[config.mk]
export PLATFORM = sky130hd
export DESIGN_NAME = arop_top
export DESIGN_NICKNAME = d
export VERILOG_FILES = /design/src/pkg/arop_pkg.sv /design/src/verilog/arop_sync.sv /design/src/verilog/arop_fifo.sv /design/src/verilog/arop_top.sv
export VERILOG_INCLUDE_DIRS = /design/src /design/src/pkg
export SDC_FILE = /design/constraint.sdc
export NUM_CORES = 1
export LEC_CHECK = 0
export BUFFER_PORTS_ARGS = -buffer_cell sky130_fd_sc_hd__buf_2
export CAP_MARGIN = 25
export CORE_ASPECT_RATIO = 0.5
export CORE_MARGIN = 1.5
export CORE_UTILIZATION = 42
export DETAILED_ROUTE_END_ITERATION = 7
export PLACE_DENSITY = 0.55
export SKIP_LAST_GASP = 1
export SLEW_MARGIN = 25
export SYNTH_ARGS = -nofsm -noshare
export SYNTH_HDL_FRONTEND = slang
export SYNTH_SLANG_ARGS = --single-unit
[constraint.sdc]
create_clock -name clk -period 6 [get_ports clk]
set_input_delay 0.6 -clock clk [delete_from_list [all_inputs] [get_ports clk]]
set_output_delay 0.6 -clock clk [all_outputs]
set_load 0.02 [all_outputs]
[src/pkg/arop_cfg.svh]
`ifndef AROP_CFG_SVH
`define AROP_CFG_SVH

`define AROP_WORD_W        16
`define AROP_FIFO_DEPTH    16
`define AROP_LVL_W         5
`define AROP_LVL_ONE       5'h01
`define AROP_RESULT_RST    16'h0000

// synchronised pin bundle, bit positions
`define AROP_SYNC_W        8
`define AROP_SY_CS         0
`define AROP_SY_RD         1
`define AROP_SY_SCLK       2
`define AROP_SY_SEL        3
`define AROP_SY_SRC        4
`define AROP_SY_INV        5
`define AROP_SY_POL        6
`define AROP_SY_RST        7

// shared pin positions on the data bus
`define AROP_POS_SDO       8
`define AROP_POS_SCLK      9
`define AROP_POS_SYNC      10
`define AROP_POS_FLAG      11

// serial frame and internal clock timing
`define AROP_BIT_CNT_W     5
`define AROP_LAST_BIT      5'h10
`define AROP_CLK_PERIOD_NS 100
`define AROP_SCLK_HALF_NS  500
`define AROP_SCLK_HALF_CYC \
    ((`AROP_SCLK_HALF_NS + `AROP_CLK_PERIOD_NS - 1) / `AROP_CLK_PERIOD_NS)
`define AROP_DIV_W         4
`define AROP_DIV_RST       4'h0

`endif

[src/pkg/arop_pkg.sv]
package arop_pkg;

    typedef enum logic {
        st_idle,
        st_shift
    } arop_state_type;

endpackage : arop_pkg

[src/verilog/arop_sync.sv]
module arop_sync #(
    parameter int W = 8
) (
    // clock and reset
    input  logic         clk,
    input  logic         arst_n,
    // pins in, synchronised out
    input  logic [W-1:0] d_in,
    output logic [W-1:0] q_out
);

    logic [W-1:0] meta_reg;
    logic [W-1:0] sync_reg;

    // first stage feeds only the second stage
    genvar i;
    generate
        for (i = 0; i < W; i++) begin : g_bit
            always_ff @(posedge clk or negedge arst_n) begin
                if (!arst_n) begin
                    meta_reg[i] <= 1'b0;
                    sync_reg[i] <= 1'b0;
                end else begin
                    meta_reg[i] <= d_in[i];
                    sync_reg[i] <= meta_reg[i];
                end
            end
        end
    endgenerate

    assign q_out = sync_reg;

endmodule : arop_sync

[src/verilog/arop_fifo.sv]
module arop_fifo #(
    parameter int W     = 16,
    parameter int DEPTH = 16
) (
    // clock and reset
    input  logic                       clk,
    input  logic                       arst_n,
    input  logic                       flush,
    // fill side
    input  logic                       in_valid,
    output logic                       in_ready,
    input  logic [W-1:0]               in_data,
    // drain side
    output logic                       out_valid,
    input  logic                       out_ready,
    output logic [W-1:0]               out_data,
    output logic [$clog2(DEPTH+1)-1:0] level
);

    localparam int AW = $clog2(DEPTH);
    localparam int LW = $clog2(DEPTH + 1);

    logic [W-1:0]  mem [DEPTH];
    logic [AW-1:0] wr_ptr_reg;
    logic [AW-1:0] wr_ptr_next;
    logic [AW-1:0] rd_ptr_reg;
    logic [AW-1:0] rd_ptr_next;
    logic [LW-1:0] cnt_reg;
    logic [LW-1:0] cnt_next;
    logic          push;
    logic          pop;

    assign in_ready  = (cnt_reg != LW'(DEPTH)) && !flush;
    assign out_valid = (cnt_reg != '0) && !flush;
    assign out_data  = mem[rd_ptr_reg];
    assign level     = cnt_reg;
    assign push      = in_valid && in_ready;
    assign pop       = out_valid && out_ready;

    always_comb begin
        wr_ptr_next = wr_ptr_reg;
        rd_ptr_next = rd_ptr_reg;
        cnt_next    = cnt_reg;
        if (push) begin
            wr_ptr_next = AW'(wr_ptr_reg + 1'b1);
        end
        if (pop) begin
            rd_ptr_next = AW'(rd_ptr_reg + 1'b1);
        end
        if (push && !pop) begin
            cnt_next = LW'(cnt_reg + 1'b1);
        end else if (pop && !push) begin
            cnt_next = LW'(cnt_reg - 1'b1);
        end
        if (flush) begin
            wr_ptr_next = '0;
            rd_ptr_next = '0;
            cnt_next    = '0;
        end
    end

    always_ff @(posedge clk or negedge arst_n) begin
        if (!arst_n) begin
            wr_ptr_reg <= '0;
            rd_ptr_reg <= '0;
            cnt_reg    <= '0;
        end else begin
            wr_ptr_reg <= wr_ptr_next;
            rd_ptr_reg <= rd_ptr_next;
            cnt_reg    <= cnt_next;
        end
    end

    // storage carries no reset; only written words are ever read
    always_ff @(posedge clk) begin
        if (push) begin
            mem[wr_ptr_reg] <= in_data;
        end
    end

endmodule : arop_fifo

[src/verilog/arop_top.sv]
`include "arop_cfg.svh"

module arop_top (
    // clock and reset
    input  logic                    clk,
    input  logic                    arst_n,
    // converter core side
    input  logic                    conv_start,
    input  logic                    res_valid,
    output logic                    res_ready,
    input  logic [`AROP_WORD_W-1:0] res_data,
    output logic                    conv_abort,
    output logic                    busy,
    // host control pins
    input  logic                    cs_n,
    input  logic                    rd_n,
    input  logic                    reset_pin,
    input  logic                    interface_select,
    input  logic                    clock_source_select,
    input  logic                    clock_invert_select,
    input  logic                    frame_sync_polarity_select,
    input  logic                    sclk_i,
    // data bus pins
    output logic [`AROP_WORD_W-1:0] data_o,
    output logic [`AROP_WORD_W-1:0] data_oe
);

    logic [`AROP_SYNC_W-1:0]    pin_s;
    logic                       cs_act;
    logic                       bus_en;
    logic                       ser;
    logic                       ext;
    logic                       inv;
    logic                       pol;
    logic                       rst_pin;

    logic                       fifo_valid;
    logic [`AROP_WORD_W-1:0]    fifo_data;
    logic [`AROP_LVL_W-1:0]     fifo_level;
    logic                       load;
    logic                       push;

    arop_pkg::arop_state_type   state_reg;
    arop_pkg::arop_state_type   state_next;
    logic [`AROP_WORD_W-1:0]    sr_reg;
    logic [`AROP_WORD_W-1:0]    sr_next;
    logic                       sr_valid_reg;
    logic                       sr_valid_next;
    logic [`AROP_WORD_W-1:0]    par_reg;
    logic [`AROP_WORD_W-1:0]    par_next;
    logic                       sdo_reg;
    logic                       sdo_next;
    logic [`AROP_BIT_CNT_W-1:0] cnt_reg;
    logic [`AROP_BIT_CNT_W-1:0] cnt_next;
    logic [`AROP_DIV_W-1:0]     div_reg;
    logic [`AROP_DIV_W-1:0]     div_next;
    logic                       base_reg;
    logic                       base_next;
    logic                       flag_reg;
    logic                       flag_next;
    logic                       busy_reg;
    logic                       busy_next;
    logic                       conv_act_reg;
    logic                       conv_act_next;
    logic                       abort_reg;
    logic                       sclk_d_reg;

    logic                       ext_rise;
    logic                       ext_fall;
    logic                       int_tick;
    logic                       upd;
    logic                       smp;
    logic                       start_int;
    logic                       start_ext;
    logic                       rd_err;

    arop_sync #(
        .W (`AROP_SYNC_W)
    ) u_sync (
        .clk    (clk),
        .arst_n (arst_n),
        .d_in   ({reset_pin, frame_sync_polarity_select,
                  clock_invert_select, clock_source_select,
                  interface_select, sclk_i, rd_n, cs_n}),
        .q_out  (pin_s)
    );

    // results queue up while the host is slow; full stalls the core
    arop_fifo #(
        .W     (`AROP_WORD_W),
        .DEPTH (`AROP_FIFO_DEPTH)
    ) u_fifo (
        .clk       (clk),
        .arst_n    (arst_n),
        .flush     (rst_pin),
        .in_valid  (res_valid),
        .in_ready  (res_ready),
        .in_data   (res_data),
        .out_valid (fifo_valid),
        .out_ready (load),
        .out_data  (fifo_data),
        .level     (fifo_level)
    );

    always_comb begin
        cs_act  = !pin_s[`AROP_SY_CS];
        bus_en  = cs_act && !pin_s[`AROP_SY_RD];
        ser     = pin_s[`AROP_SY_SEL];
        ext     = pin_s[`AROP_SY_SRC];
        inv     = pin_s[`AROP_SY_INV];
        pol     = pin_s[`AROP_SY_POL];
        rst_pin = pin_s[`AROP_SY_RST];
    end

    // edges of the outside clock count only under chip select
    assign ext_rise = pin_s[`AROP_SY_SCLK] && !sclk_d_reg && cs_act;
    assign ext_fall = !pin_s[`AROP_SY_SCLK] && sclk_d_reg && cs_act;
    assign int_tick = (state_reg == arop_pkg::st_shift) && !ext &&
                      (div_reg == `AROP_DIV_W'(`AROP_SCLK_HALF_CYC - 1));

    // update edge follows the invert select
    always_comb begin
        if (ext) begin
            upd = inv ? ext_fall : ext_rise;
            smp = inv ? ext_rise : ext_fall;
        end else begin
            upd = int_tick && !base_reg;
            smp = int_tick && base_reg;
        end
    end

    assign push      = res_valid && res_ready;
    assign start_int = ser && !ext && bus_en && sr_valid_reg &&
                       (state_reg == arop_pkg::st_idle);
    assign start_ext = ser && ext && upd && sr_valid_reg;
    assign rd_err    = ser && ext && push;
    assign load      = fifo_valid && !rst_pin &&
                       (state_reg == arop_pkg::st_idle) &&
                       (!sr_valid_reg || !ser);

    always_comb begin
        state_next    = state_reg;
        sr_next       = sr_reg;
        sr_valid_next = sr_valid_reg;
        par_next      = par_reg;
        sdo_next      = sdo_reg;
        cnt_next      = cnt_reg;
        div_next      = div_reg;
        base_next     = base_reg;
        flag_next     = 1'b0;
        conv_act_next = conv_act_reg;
        busy_next     = busy_reg;
        if ((state_reg == arop_pkg::st_shift) && !ext) begin
            div_next  = int_tick ? `AROP_DIV_RST : div_reg + 1'b1;
            base_next = int_tick ? !base_reg : base_reg;
        end
        case (state_reg)
            arop_pkg::st_idle: begin
                if (load) begin
                    sr_next       = fifo_data;
                    par_next      = fifo_data;
                    sr_valid_next = 1'b1;
                end else if (start_int) begin
                    state_next = arop_pkg::st_shift;
                    div_next   = `AROP_DIV_RST;
                    base_next  = 1'b0;
                    cnt_next   = '0;
                end else if (start_ext) begin
                    // first outside edge is already the first update
                    state_next = arop_pkg::st_shift;
                    sdo_next   = sr_reg[`AROP_WORD_W-1];
                    sr_next    = {sr_reg[`AROP_WORD_W-2:0], 1'b0};
                    cnt_next   = `AROP_BIT_CNT_W'(1);
                end
            end
            arop_pkg::st_shift: begin
                if (rd_err) begin
                    // unread word is lost; the fresh one loads next
                    state_next    = arop_pkg::st_idle;
                    sr_valid_next = 1'b0;
                    flag_next     = 1'b1;
                end else if (upd && (cnt_reg != `AROP_LAST_BIT)) begin
                    sdo_next = sr_reg[`AROP_WORD_W-1];
                    sr_next  = {sr_reg[`AROP_WORD_W-2:0], 1'b0};
                    cnt_next = cnt_reg + 1'b1;
                end else if (smp && (cnt_reg == `AROP_LAST_BIT)) begin
                    state_next    = arop_pkg::st_idle;
                    sr_valid_next = 1'b0;
                    base_next     = 1'b0;
                    div_next      = `AROP_DIV_RST;
                end
            end
            default: begin
                state_next = arop_pkg::st_idle;
            end
        endcase
        // busy holds until the last queued result reaches the register
        if (conv_start) begin
            conv_act_next = 1'b1;
            busy_next     = 1'b1;
        end else begin
            if (push) begin
                conv_act_next = 1'b0;
            end
            if (load && !conv_act_reg && !push &&
                (fifo_level == `AROP_LVL_ONE)) begin
                busy_next = 1'b0;
            end
        end
        if (rst_pin) begin
            // synchronous return to reset state
            state_next    = arop_pkg::st_idle;
            sr_next       = `AROP_RESULT_RST;
            sr_valid_next = 1'b0;
            par_next      = `AROP_RESULT_RST;
            sdo_next      = 1'b0;
            cnt_next      = '0;
            div_next      = `AROP_DIV_RST;
            base_next     = 1'b0;
            flag_next     = 1'b0;
            conv_act_next = 1'b0;
            busy_next     = 1'b0;
        end
    end

    always_ff @(posedge clk or negedge arst_n) begin
        if (!arst_n) begin
            state_reg    <= arop_pkg::st_idle;
            sr_reg       <= `AROP_RESULT_RST;
            sr_valid_reg <= 1'b0;
            par_reg      <= `AROP_RESULT_RST;
            sdo_reg      <= 1'b0;
            cnt_reg      <= '0;
            div_reg      <= `AROP_DIV_RST;
            base_reg     <= 1'b0;
            flag_reg     <= 1'b0;
            conv_act_reg <= 1'b0;
            busy_reg     <= 1'b0;
            abort_reg    <= 1'b0;
            sclk_d_reg   <= 1'b0;
        end else begin
            state_reg    <= state_next;
            sr_reg       <= sr_next;
            sr_valid_reg <= sr_valid_next;
            par_reg      <= par_next;
            sdo_reg      <= sdo_next;
            cnt_reg      <= cnt_next;
            div_reg      <= div_next;
            base_reg     <= base_next;
            flag_reg     <= flag_next;
            conv_act_reg <= conv_act_next;
            busy_reg     <= busy_next;
            abort_reg    <= rst_pin;
            sclk_d_reg   <= pin_s[`AROP_SY_SCLK];
        end
    end

    assign busy       = busy_reg;
    assign conv_abort = abort_reg;

    // pin mux from registered state only, so the pads never glitch on logic
    always_comb begin
        data_o  = par_reg;
        data_oe = {`AROP_WORD_W{bus_en}};
        if (ser) begin
            data_o[7:0]                = '0;
            data_oe[7:0]               = '0;
            data_o[`AROP_POS_SDO]      = sdo_reg;
            data_o[`AROP_POS_SCLK]     = base_reg ^ inv;
            data_oe[`AROP_POS_SCLK]    = bus_en && !ext;
            data_o[`AROP_POS_SYNC]     =
                ((state_reg == arop_pkg::st_shift) && !ext) ^ pol;
            data_o[`AROP_POS_FLAG]     = ext && flag_reg;
        end
    end

    property p_upd_rise;
        @(posedge clk) disable iff (!arst_n)
        (ser && !ext && !inv && upd) |=> $rose(data_o[`AROP_POS_SCLK]);
    endproperty
    a_upd_rise: assert property (p_upd_rise)
        else $error("data update not on rising serial clock");

    property p_upd_fall;
        @(posedge clk) disable iff (!arst_n)
        (ser && !ext && inv && upd) |=> $fell(data_o[`AROP_POS_SCLK]);
    endproperty
    a_upd_fall: assert property (p_upd_fall)
        else $error("data update not on falling serial clock");

    property p_par_bits;
        @(posedge clk) disable iff (!arst_n)
        (load && !ser && $stable(ser)) |=>
            (data_o[11:9] == $past(fifo_data[11:9]));
    endproperty
    a_par_bits: assert property (p_par_bits)
        else $error("shared pins do not carry result bits 9 to 11");

    property p_ext_clk_in;
        @(posedge clk) disable iff (!arst_n)
        (ser && ext) |-> !data_oe[`AROP_POS_SCLK];
    endproperty
    a_ext_clk_in: assert property (p_ext_clk_in)
        else $error("serial clock driven while external source chosen");

    property p_sync_high;
        @(posedge clk) disable iff (!arst_n)
        (start_int && !pol && !rst_pin && $stable(pol)) |=>
            data_o[`AROP_POS_SYNC] [*3];
    endproperty
    a_sync_high: assert property (p_sync_high)
        else $error("frame sync not high at read start");

    property p_sync_low;
        @(posedge clk) disable iff (!arst_n)
        (start_int && pol && !rst_pin && $stable(pol)) |=>
            !data_o[`AROP_POS_SYNC] [*3];
    endproperty
    a_sync_low: assert property (p_sync_low)
        else $error("frame sync not low at read start");

    property p_rd_err;
        @(posedge clk) disable iff (!arst_n)
        (state_reg == arop_pkg::st_shift && rd_err && !rst_pin &&
         $stable(ext)) |=> (data_o[`AROP_POS_FLAG] && !sr_valid_reg) ##1
            !flag_reg;
    endproperty
    a_rd_err: assert property (p_rd_err)
        else $error("incomplete read not flagged for one cycle");

    property p_upper_out;
        @(posedge clk) disable iff (!arst_n)
        bus_en |-> (data_oe[15:12] == 4'hf);
    endproperty
    a_upper_out: assert property (p_upper_out)
        else $error("upper result bits not driven");

    property p_busy_rise;
        @(posedge clk) disable iff (!arst_n)
        (conv_start && !rst_pin) |=> busy [*2];
    endproperty
    a_busy_rise: assert property (p_busy_rise)
        else $error("busy did not rise at conversion start");

    property p_busy_fall;
        @(posedge clk) disable iff (!arst_n)
        $fell(busy) |-> ($past(load) || $past(rst_pin));
    endproperty
    a_busy_fall: assert property (p_busy_fall)
        else $error("busy fell before result was latched");

    property p_oe_gate;
        @(posedge clk) disable iff (!arst_n)
        (data_oe != '0) |-> (!pin_s[`AROP_SY_CS] && !pin_s[`AROP_SY_RD]);
    endproperty
    a_oe_gate: assert property (p_oe_gate)
        else $error("outputs enabled without chip select and read");

    property p_cs_gate;
        @(posedge clk) disable iff (!arst_n)
        (ext && pin_s[`AROP_SY_CS] && state_reg == arop_pkg::st_shift &&
         !rst_pin) |=> $stable(sdo_reg) && $stable(cnt_reg);
    endproperty
    a_cs_gate: assert property (p_cs_gate)
        else $error("outside clock acted without chip select");

    property p_reset_pin;
        @(posedge clk) disable iff (!arst_n)
        rst_pin |=> (state_reg == arop_pkg::st_idle) && !busy &&
            conv_abort && (fifo_level == '0);
    endproperty
    a_reset_pin: assert property (p_reset_pin)
        else $error("reset pin did not restore reset state");

    c_int_frame: cover property (@(posedge clk) disable iff (!arst_n)
        !ext && smp && (cnt_reg == `AROP_LAST_BIT));
    c_ext_frame: cover property (@(posedge clk) disable iff (!arst_n)
        ext && smp && (cnt_reg == `AROP_LAST_BIT));
    c_rd_err: cover property (@(posedge clk) disable iff (!arst_n)
        data_o[`AROP_POS_FLAG] && ser);
    c_fifo_full: cover property (@(posedge clk) disable iff (!arst_n)
        !res_ready && !rst_pin);

endmodule : arop_top

==> results of run 1 <==
## synth_stat cells (7+ instances only)
cell and n:
dfrtp_1 79, nor2b_1 12, and2_1 15, mux4_2 53, nand3_1 15, a21oi_1 25
a21o_1 17, buf_2 10, and3_1 10, nand4_1 7, a31o_2 7, xnor2_1 8
clkbuf_1 27, ha_1 15, a221oi_1 13, edfxtp_1 256, mux2i_1 44, inv_1 17
nand2_1 20, o21ai_0 18, buf_4 18, o22ai_1 9, nor2_1 31
## worst max-delay path, delay by kind of cell, from the launching register on
family                 cells  cell delay, ns
AND/OR/NAND/NOR            3            1.84
flip-flops                 1            0.64
buffers and inverters      1            0.48
## metal layers
metal  vias up  global-route usage  share of wire
met5         -                   0        0.00034
met4         2              0.0458          0.021
met3        44              0.0363          0.049
met2       164               0.316           0.47
met1      3817               0.275           0.46
li1       3230                   -              -
## power groups by stage
stage,sequential (uW),combinational [uW],clock [uW]
after floorplan,2780,1070,0
after global placement,2930,1350,0
after detailed placement,2940,1360,0
after CTS,2890,1360,2050
after global routing,2910,1440,2140
final,2880,1350,2020
## kinds of logic after synthesis
family / Yosys count / synth area share
DFF: 335 / 0.706
AOI/OAI and AO/OA: 133 / 0.0686
muxes: 100 / 0.122
buffers and inverters: 79 / 0.0297
and+or+nand+nor: 134 / 0.0539
xor gates and xnor gates: 10 / 0.00640
adders and majority gates: 15 / 0.0137
## cell type report
type | count | share of cell area
clock buffers | 37 | 0.0554
inverters | 18 | 0.00442
multi-input cells | 392 | 0.237
diodes | 2 | 0.000327
well taps | 432 | 0.0353
clock inverters | 19 | 0.0131
flip-flops and latches | 335 | 0.632
repair buffers | 66 | 0.0227
## final timing paths
| check | start | to |
|---|---|---|
| hold reg to reg | u_sync.meta_reg[1] | u_sync.q_out[1] |
| min in group clk | reset_pin | u_sync.meta_reg[7] |
| setup / recovery | u_sync.q_out[7] | u_fifo.mem[3][5] |
| hold / removal | arst_n | busy |
| max in group asynchronous | arst_n | u_fifo.rd_ptr_reg[0] |
| setup reg to reg | u_sync.q_out[7] | u_fifo.mem[3][5] |
## through the flow
| step | cells | cell area (sq um) | utilization |
|---|---|---|---|
| floorplan | 806 | 13700 | - |
| global placement | 1243 | 14200 | 0.447 |
| detailed placement | 1243 | 14200 | 0.447 |
| CTS | 1299 | 15300 | 0.480 |
| global route | 1299 | 15300 | 0.480 |
| finish | 1301 | 15300 | 0.480 |
==> run_results.csv, run 1 <==
group,metric,value,unit
global_routing,grt_pass1_vias,7202,
timing,rsz0062_at_grt,"false",
die,core-area,31900,sq um
synth,syn_nets,849,
worst_setup_path,timing.reg2reg.setup_slack,2.66,ns
worst_setup_path,slowest_stage,"and2_1",
timing,max-slew-margin-rel,0.332,
power_and_ir_drop,power.net_switching,1850,uW
global_routing,grt_first_pass_wirelength,47500,um
clock_tree,cts_tree,"yes",
power_and_ir_drop,p_sw_frac,0.296,
clock_tree,cts_hold_buf,0,
worst_setup_path,critical_path_arrival,3.56,ns
timing,slew_violations,0,
die,dieArea,33800,sq um
synth,syn-mean-instance-area,17.0,sq um
timing,fin_crit_sh,0.557,
clock_tree,ctsResizeCount,0,
timing,setup_viol,0,
timing,holdWs,0.0396,ns
drt,drtAntennaViolNets,0,
drt,routed_wl,32300,um
synth,syn_area,13700,sq um
power_and_ir_drop,pwr-share-comb,0.216,
die,die_y,131,um
timing,fin_setup_tns,0,ns
timing,timing.fmax,0.299,GHz
clock_tree,clk_pin_slew,0.07,ns
synth,yosysTopAreaCell,"edfxtp_1",
drt,via_per_inst,5.58,
finish,drive_gt1_frac,0.220,
outcome,outcome,"complete, no violations",
drt,drt-initial-drc-count,665,
finish,multiInputGateArea,3620,sq um
finish,largest_register_ffs,256,
synth,ys_warn_count,0,
worst_setup_path,end_kind,"flip-flop",
power_and_ir_drop,peakVddDrop,0.000200,V
synth,synth_flop_cell,"edfxtp_1",
timing,final.setup.worst_slack,2.66,ns
synth,ys_seq_area_frac,0.706,
power_and_ir_drop,power,6250,uW
drt,dr.pass1.iters,5,
global_routing,grt_overflow,0,
finish,final_common_cell,"edfxtp_1",
global_routing,grtUsageTotal,0.194,
finish,area_growth,11.7,%
worst_setup_path,cp-start-kind,"flip-flop",
finish,regArea,9670,sq um
placement,portBuffers,62,
timing,worst_pin_slew,0.999,ns
placement,pre_cts_ws,2.61,ns
finish,layout_common_cells,"256 x edfxtp_1, 77 x dfrtp_1, 61 x buf_2",
timing,post-route-min-period,3.34,ns
placement,place_congestion,0.816,
clock_tree,postCtsSetupRepairBufs,0,
worst_setup_path,crit_path_max_fanout,21,
finish,fillers,2694,
placement,hpwl,20800,um
worst_setup_path,timing_worst_setup_path_type,"reg -> reg",
clock_tree,cts_root_buf,"clkbuf_16",
drt,drc,0,
clock_tree,clkLatencyLatePin,0.59,ns
power_and_ir_drop,leakagePower,0.00562,uW
power_and_ir_drop,p_per_area,409,nW/um^2
clock_tree,cts.sink_count,335,
synth,yosysUniqueCellTypes,57,
synth,synthTopCellsByArea,"edfxtp_1 56%, dfrtp_1 14%, mux4_2 8.7%, mux2i_1 3.2%, ha_1 1.4%",
synth,synth_top_area_share,0.561,
run,drv_cap,0,
die,io_pins,63,
power_and_ir_drop,seqPwrFrac,0.461,
finish,nNetsFinal,886,
clock_tree,clock_path_buffers,3,
die,start_util,0.430,
synth,async_flop_share,0.236,
timing,fin_skew,0.0184,ns
worst_setup_path,reg2reg_depth,4,
clock_tree,cts_buffers,30,
timing,hold_violations,0,
worst_setup_path,cp_data_required_time,6.22,ns
power_and_ir_drop,p_int,4400,uW
min_path,hold_path_class,"in -> async",
global_routing,grt_max_degree,80,
worst_setup_path,cpPeakStageDelay,0.78,ns
global_routing,antenna_found_initial,3,
drt,routedWlPerCell,24.9,um
power_and_ir_drop,p_clk_frac,0.323,
synth,synth-edff-count,256,
worst_setup_path,cp_cell_sequence,"inv_1 -> nand3_1 -> nor3_1 -> and2_1",
die,rows,46,
synth,ys_seq_elements,335,
synth,syn_inst,806,
drt,num_vias,7257,
die,fp.dieW,258,um
clock_tree,htreeDepth,1,
Power figures use the tool's default switching activity.
==> run 2, diff against run 1 <==
- clock period: 6 -> 3.1 ns (I/O delays scaled with it)
==> run 2 against run 1 <==
  * Clock skew decreased by 0.0093 ns
  * Global-route usage increased by 0.38 points
  * Die area stayed put
  * Sequential power increased by 90%
  * Count of clock-buffer cells in the layout stayed put
  * Critical path depth is 2 higher
  * Non-clock buffer count is 53 higher
==> run_results.csv, run 2 (synthesis results as in run 1) <==
group,metric,value,unit
timing,max-slew-margin-rel,0.505,
clock_tree,cts_tree,"yes",
placement,pre_cts_ws,0.354,ns
worst_setup_path,cpPeakStageDelay,0.77,ns
worst_setup_path,reg2reg_depth,6,
drt,drt-initial-drc-count,753,
die,core-area,31900,sq um
finish,final_common_cell,"edfxtp_1",
clock_tree,cts.sink_count,335,
clock_tree,clk_pin_slew,0.07,ns
die,dieArea,33800,sq um
clock_tree,clock_path_buffers,3,
die,start_util,0.430,
timing,rsz0062_at_grt,"false",
finish,drive_gt1_frac,0.249,
worst_setup_path,crit_path_max_fanout,26,
timing,post-route-min-period,2.77,ns
worst_setup_path,timing.reg2reg.setup_slack,0.33,ns
power_and_ir_drop,power,12400,uW
worst_setup_path,end_kind,"flip-flop",
timing,fin_skew,0.00918,ns
timing,slew_violations,0,
power_and_ir_drop,leakagePower,0.00593,uW
worst_setup_path,cp_cell_sequence,"buf_4 -> mux4_2 -> mux2i_1 -> o22ai_1 -> a21o_1 -> a22o_1",
worst_setup_path,path_buf_inv,1,
power_and_ir_drop,power.net_switching,3440,uW
placement,place_congestion,0.768,
drt,via_per_inst,5.55,
global_routing,grt_max_degree,80,
drt,routedWlPerCell,24.3,um
power_and_ir_drop,p_int,8950,uW
clock_tree,cts_root_buf,"clkbuf_16",
finish,layout.cells.non_filler,1354,
die,fp.dieW,258,um
worst_setup_path,slowest_stage,"dfrtp_4",
drt,num_vias,7508,
min_path,worstHoldStart,"res_data[12]",
finish,area_growth,15.8,%
global_routing,grtUsageTotal,0.198,
drt,drc,0,
power_and_ir_drop,p_clk_frac,0.340,
min_path,min_to,"u_fifo.mem[14][12]",
run,drv_cap,0,
worst_setup_path,critical_path_arrival,3.23,ns
worst_setup_path,reg2reg_to,"sr_reg[11]",
worst_setup_path,r2r_start,"u_fifo.rd_ptr_reg[0]",
power_and_ir_drop,p_per_area,782,nW/um^2
placement,portBuffers,62,
worst_setup_path,cp-start-kind,"flip-flop",
finish,n_antenna_cell,0,
clock_tree,clkLatencyLatePin,0.59,ns
worst_setup_path,cpLargestDelayFamily,"multiplexers",
drt,routed_wl,32900,um
clock_tree,cts_buffers,31,
clock_tree,ctsResizeCount,0,
min_path,hold_path_class,"in -> reg",
timing,timing.fmax,0.362,GHz
outcome,outcome,"complete, no violations",
drt,drtAntennaViolNets,0,
global_routing,grt_overflow,0,
die,rows,46,
timing,fin_setup_tns,0,ns
worst_setup_path,cp_data_required_time,3.57,ns
worst_setup_path,timing_worst_setup_path_type,"reg -> reg",
placement,dp.cells,1286,
finish,final_core_util,0.497,
timing,hold_violations,0,
finish,layout_common_cells,"256 x edfxtp_1, 77 x dfrtp_1, 61 x buf_2",
timing,worst_pin_slew,0.742,ns
min_path,holdPathStages,1,
die,io_pins,63,
clock_tree,htreeDepth,1,
timing,setup_viol,0,
global_routing,grt_first_pass_wirelength,48800,um
die,die_y,131,um
placement,hpwl,19600,um
drt,dr.pass1.iters,5,
power_and_ir_drop,peakVddDrop,0.000430,V
power_and_ir_drop,pwr-share-comb,0.218,
finish,nNetsFinal,940,
global_routing,grt_pass1_vias,7448,
timing,final.setup.worst_slack,0.334,ns
global_routing,antenna_found_initial,1,
power_and_ir_drop,seqPwrFrac,0.442,
finish,largest_register_ffs,256,
timing,fin_crit_sh,0.892,
power_and_ir_drop,p_sw_frac,0.278,
[run 2: cell count changes in the layout (fill, tap and decap cells not counted), moves of 5 or more]
cell and delta:
clkbuf_1 +6, buf_12 +5, bufinv_16 +5, buf_4 +38
clkbuf_8 -7, dlygate4sd3_1 +10
[run 2: power by group through the flow]
stage,Combinational (uW),Clock [uW],Sequential [uW]
after floorplan,2070,0,5370
after global placement,2680,0,5580
after detailed placement,2700,0,5580
after CTS,2720,4300,5490
after global routing,2920,4480,5530
final,2700,4210,5480
[run 2: routing by layer]
layer | vias up | share of wire | GRT usage
li1 | 3337 | - | -
met1 | 3943 | 0.49 | 0.305
met2 | 184 | 0.45 | 0.302
met3 | 42 | 0.050 | 0.0322
met4 | 2 | 0.014 | 0.0337
met5 | - | 0.00040 | 0
[run 2: through the flow]
step / hold slack (ns) / instance area (sq um)
global route: 0.0831 / 15900
CTS: 0.0660 / 15900
global placement: 0.338 / 14600
floorplan: 0.0144 / 13700
detailed placement: 0.336 / 14600
finish: 0.0950 / 15900
[run 2: layout make-up]
type | count | area (sq um)
fill | 2668 | 16000
sequential | 335 | 9670
multi-input combinational | 392 | 3620
timing repair buffer | 119 | 832
clock buffer | 37 | 798
tap | 432 | 541
clock inverter | 21 | 327
inverter | 18 | 67.6
[run 2: what timing repair did]
item / CTS / global route
setup buffers: 0 / 0
hold buffers: 10 / 0
endpoints found under the hold margin: 89 / 0
[run 2: how the worst max path moves through the flow]
stage	startpoint	to	slack, ns	depth (start not counted)
final	u_fifo.rd_ptr_reg[0]	sr_reg[11]	0.33	6
after floorplan	state_reg	cnt_reg[0]	0.52	11
after global routing	u_fifo.rd_ptr_reg[0]	sr_reg[11]	0.22	6
after CTS	u_fifo.rd_ptr_reg[0]	sr_reg[11]	0.34	6
after detailed placement	u_fifo.rd_ptr_reg[0]	sr_reg[11]	0.35	6
after global placement	u_fifo.rd_ptr_reg[0]	sr_reg[11]	0.40	6
==> run 3, diff against run 2 <==
- CELL_PAD_IN_SITES_DETAIL_PLACEMENT: not set -> 2
- CELL_PAD_IN_SITES_GLOBAL_PLACEMENT: not set -> 2
- PLACE_DENSITY: 0.55 -> 0.7
- RECOVER_POWER: not set -> 25
==> run 3 against run 2 <==
  * Fmax down 4.5%
  * Critical path depth increased by 1
  * Core utilization is 0.83 points lower
  * Cell count down 1.3%
  * Clock power fell by 6.7%
  * First-iteration DRC count is 17% lower
  * Sequential cell count stayed put
  * Power fell by 0.99%
  * Clock skew is 0.011 ns higher
  * Largest power group unchanged
  * Highest routed layer is now met4
==> run_results.csv, run 3 (synthesis results as in run 1) <==
group,metric,value,unit
clock_tree,cts.sink_count,335,
clock_tree,cts_root_buf,"clkbuf_16",
timing,fin_setup_tns,0,ns
timing,fin_skew,0.0204,ns
worst_setup_path,cp-start-kind,"flip-flop",
timing,max-slew-margin-rel,0.273,
timing,timing.fmax,0.345,GHz
power_and_ir_drop,p_clk_frac,0.320,
timing,slew_violations,0,
worst_setup_path,timing_worst_setup_path_type,"reg -> reg",
timing,worst_pin_slew,1.09,ns
global_routing,grt_pass1_vias,8380,
drt,via_per_inst,5.85,
worst_setup_path,crit_path_max_fanout,16,
worst_setup_path,timing.reg2reg.setup_slack,0.20,ns
power_and_ir_drop,peakVddDrop,0.000504,V
global_routing,grt_first_pass_wirelength,56900,um
clock_tree,clk_pin_slew,0.07,ns
min_path,worstHoldStart,"res_data[8]",
worst_setup_path,reg2reg_to,"u_fifo.mem[5][10]",
finish,nNetsFinal,923,
global_routing,antenna_found_initial,0,
clock_tree,clkLatencyLatePin,0.59,ns
die,dieArea,33800,sq um
power_and_ir_drop,seqPwrFrac,0.444,
min_path,hold_path_class,"in -> reg",
clock_tree,cts_hold_buf,10,
worst_setup_path,end_kind,"flip-flop",
placement,place_congestion,0.765,
clock_tree,clock_path_buffers,3,
placement,portBuffers,62,
clock_tree,cts_tree,"yes",
timing,final.setup.worst_slack,0.204,ns
timing,hold_violations,0,
drt,num_vias,7817,
power_and_ir_drop,p_int,8610,uW
worst_setup_path,cp_cell_sequence,"inv_1 -> ha_1 -> or4bb_1 -> and3_1 -> nand2_1 -> nor2_1 -> and2_1",
finish,area_growth,13.9,%
worst_setup_path,reg2reg_depth,7,
finish,drive_gt1_frac,0.223,
die,io_pins,63,
worst_setup_path,cp_data_required_time,3.31,ns
finish,fillers,2916,
placement,pre_cts_ws,0.232,ns
drt,routedWlPerCell,29.0,um
finish,n_antenna_cell,0,
die,die_y,131,um
run,drv_cap,0,
timing,rsz0062_at_grt,"false",
placement,hpwl,23500,um
worst_setup_path,cpLargestDelayFamily,"simple AND/OR/NAND/NOR gates",
worst_setup_path,cpPeakStageDelay,0.90,ns
min_path,min_to,"u_fifo.mem[5][8]",
clock_tree,cts_buffers,31,
power_and_ir_drop,power.net_switching,3670,uW
drt,dr.pass1.iters,5,
die,start_util,0.430,
drt,drc,0,
finish,design_area,15600,sq um
placement,dp.cells,1269,
placement,placed_cell_area,14500,sq um
power_and_ir_drop,power,12300,uW
global_routing,grtUsageTotal,0.234,
die,rows,46,
timing,fin_crit_sh,0.934,
finish,final_common_cell,"edfxtp_1",
die,fp.dieW,258,um
power_and_ir_drop,pwr-share-comb,0.235,
worst_setup_path,path_buf_inv,1,
worst_setup_path,r2r_start,"u_fifo.level[1]",
power_and_ir_drop,p_sw_frac,0.299,
timing,post-route-min-period,2.90,ns
power_and_ir_drop,leakagePower,0.00576,uW
power_and_ir_drop,p_per_area,787,nW/um^2
min_path,holdPathStages,1,
worst_setup_path,slowest_stage,"and2_1",
finish,largest_register_ffs,256,
die,core-area,31900,sq um
finish,layout_common_cells,"256 x edfxtp_1, 77 x dfrtp_1, 53 x mux4_2",
clock_tree,htreeDepth,1,
clock_tree,ctsResizeCount,0,
drt,drt-initial-drc-count,622,
global_routing,grt_max_degree,66,
timing,setup_viol,0,
drt,drtAntennaViolNets,0,
global_routing,grt_overflow,0,
drt,routed_wl,38700,um
finish,layout.cells.non_filler,1337,
outcome,outcome,"complete, no violations",
worst_setup_path,critical_path_arrival,3.10,ns
clock_tree,postCtsSetupRepairBufs,0,
-- run 3: final cells by class --
| type | count | area, sq um | share of cell area |
|---|---|---|---|
| sequential | 335 | 9670 | 0.620 |
| multi-input combinational | 392 | 3630 | 0.233 |
| clock buffer | 39 | 836 | 0.0536 |
| timing repair buffer | 102 | 674 | 0.0432 |
| tap | 432 | 541 | 0.0347 |
| clock inverter | 19 | 180 | 0.0116 |
| inverter | 18 | 67.6 | 0.00433 |
-- run 3: worst max-delay path by stage --
stage | slack (ns) | endpoint | cells after the start | start
after detailed placement | 0.23 | u_fifo.mem[5][10] | 7 | u_fifo.level[1]
after global placement | 0.41 | sr_reg[8] | 7 | u_fifo.level[0]
final | 0.20 | u_fifo.mem[5][10] | 7 | u_fifo.level[1]
after floorplan | 0.52 | cnt_reg[0] | 11 | state_reg
after global routing | 0.02 | u_fifo.mem[7][6] | 7 | u_fifo.level[1]
after CTS | 0.19 | u_fifo.mem[5][5] | 7 | u_fifo.level[1]
-- run 3: power groups by stage --
stage	Clock (uW)	Combinational, uW	Sequential, uW
after floorplan	0	2070	5370
after global placement	0	2740	5500
after detailed placement	0	2860	5530
after CTS	4020	2930	5460
after global routing	4130	3120	5490
final	3930	2890	5450
-- run 3: metal layers --
metal	share of wire	wire [um]	global-route usage	vias up
met5	0	0	0	-
met4	0.018	680	0.0519	0
met3	0.054	2100	0.0365	59
met2	0.48	18600	0.388	248
met1	0.45	17400	0.329	4198
li1	-	-	-	3312
-- run 3: metrics by stage --
stage | hold slack (ns) | util
2_1_floorplan | 0.0144 | -
3_3_place_gp | 0.335 | 0.454
3_5_place_dp | 0.336 | 0.454
4_1_cts | 0.0735 | 0.489
5_1_grt | 0.127 | 0.489
6_report | 0.133 | 0.489
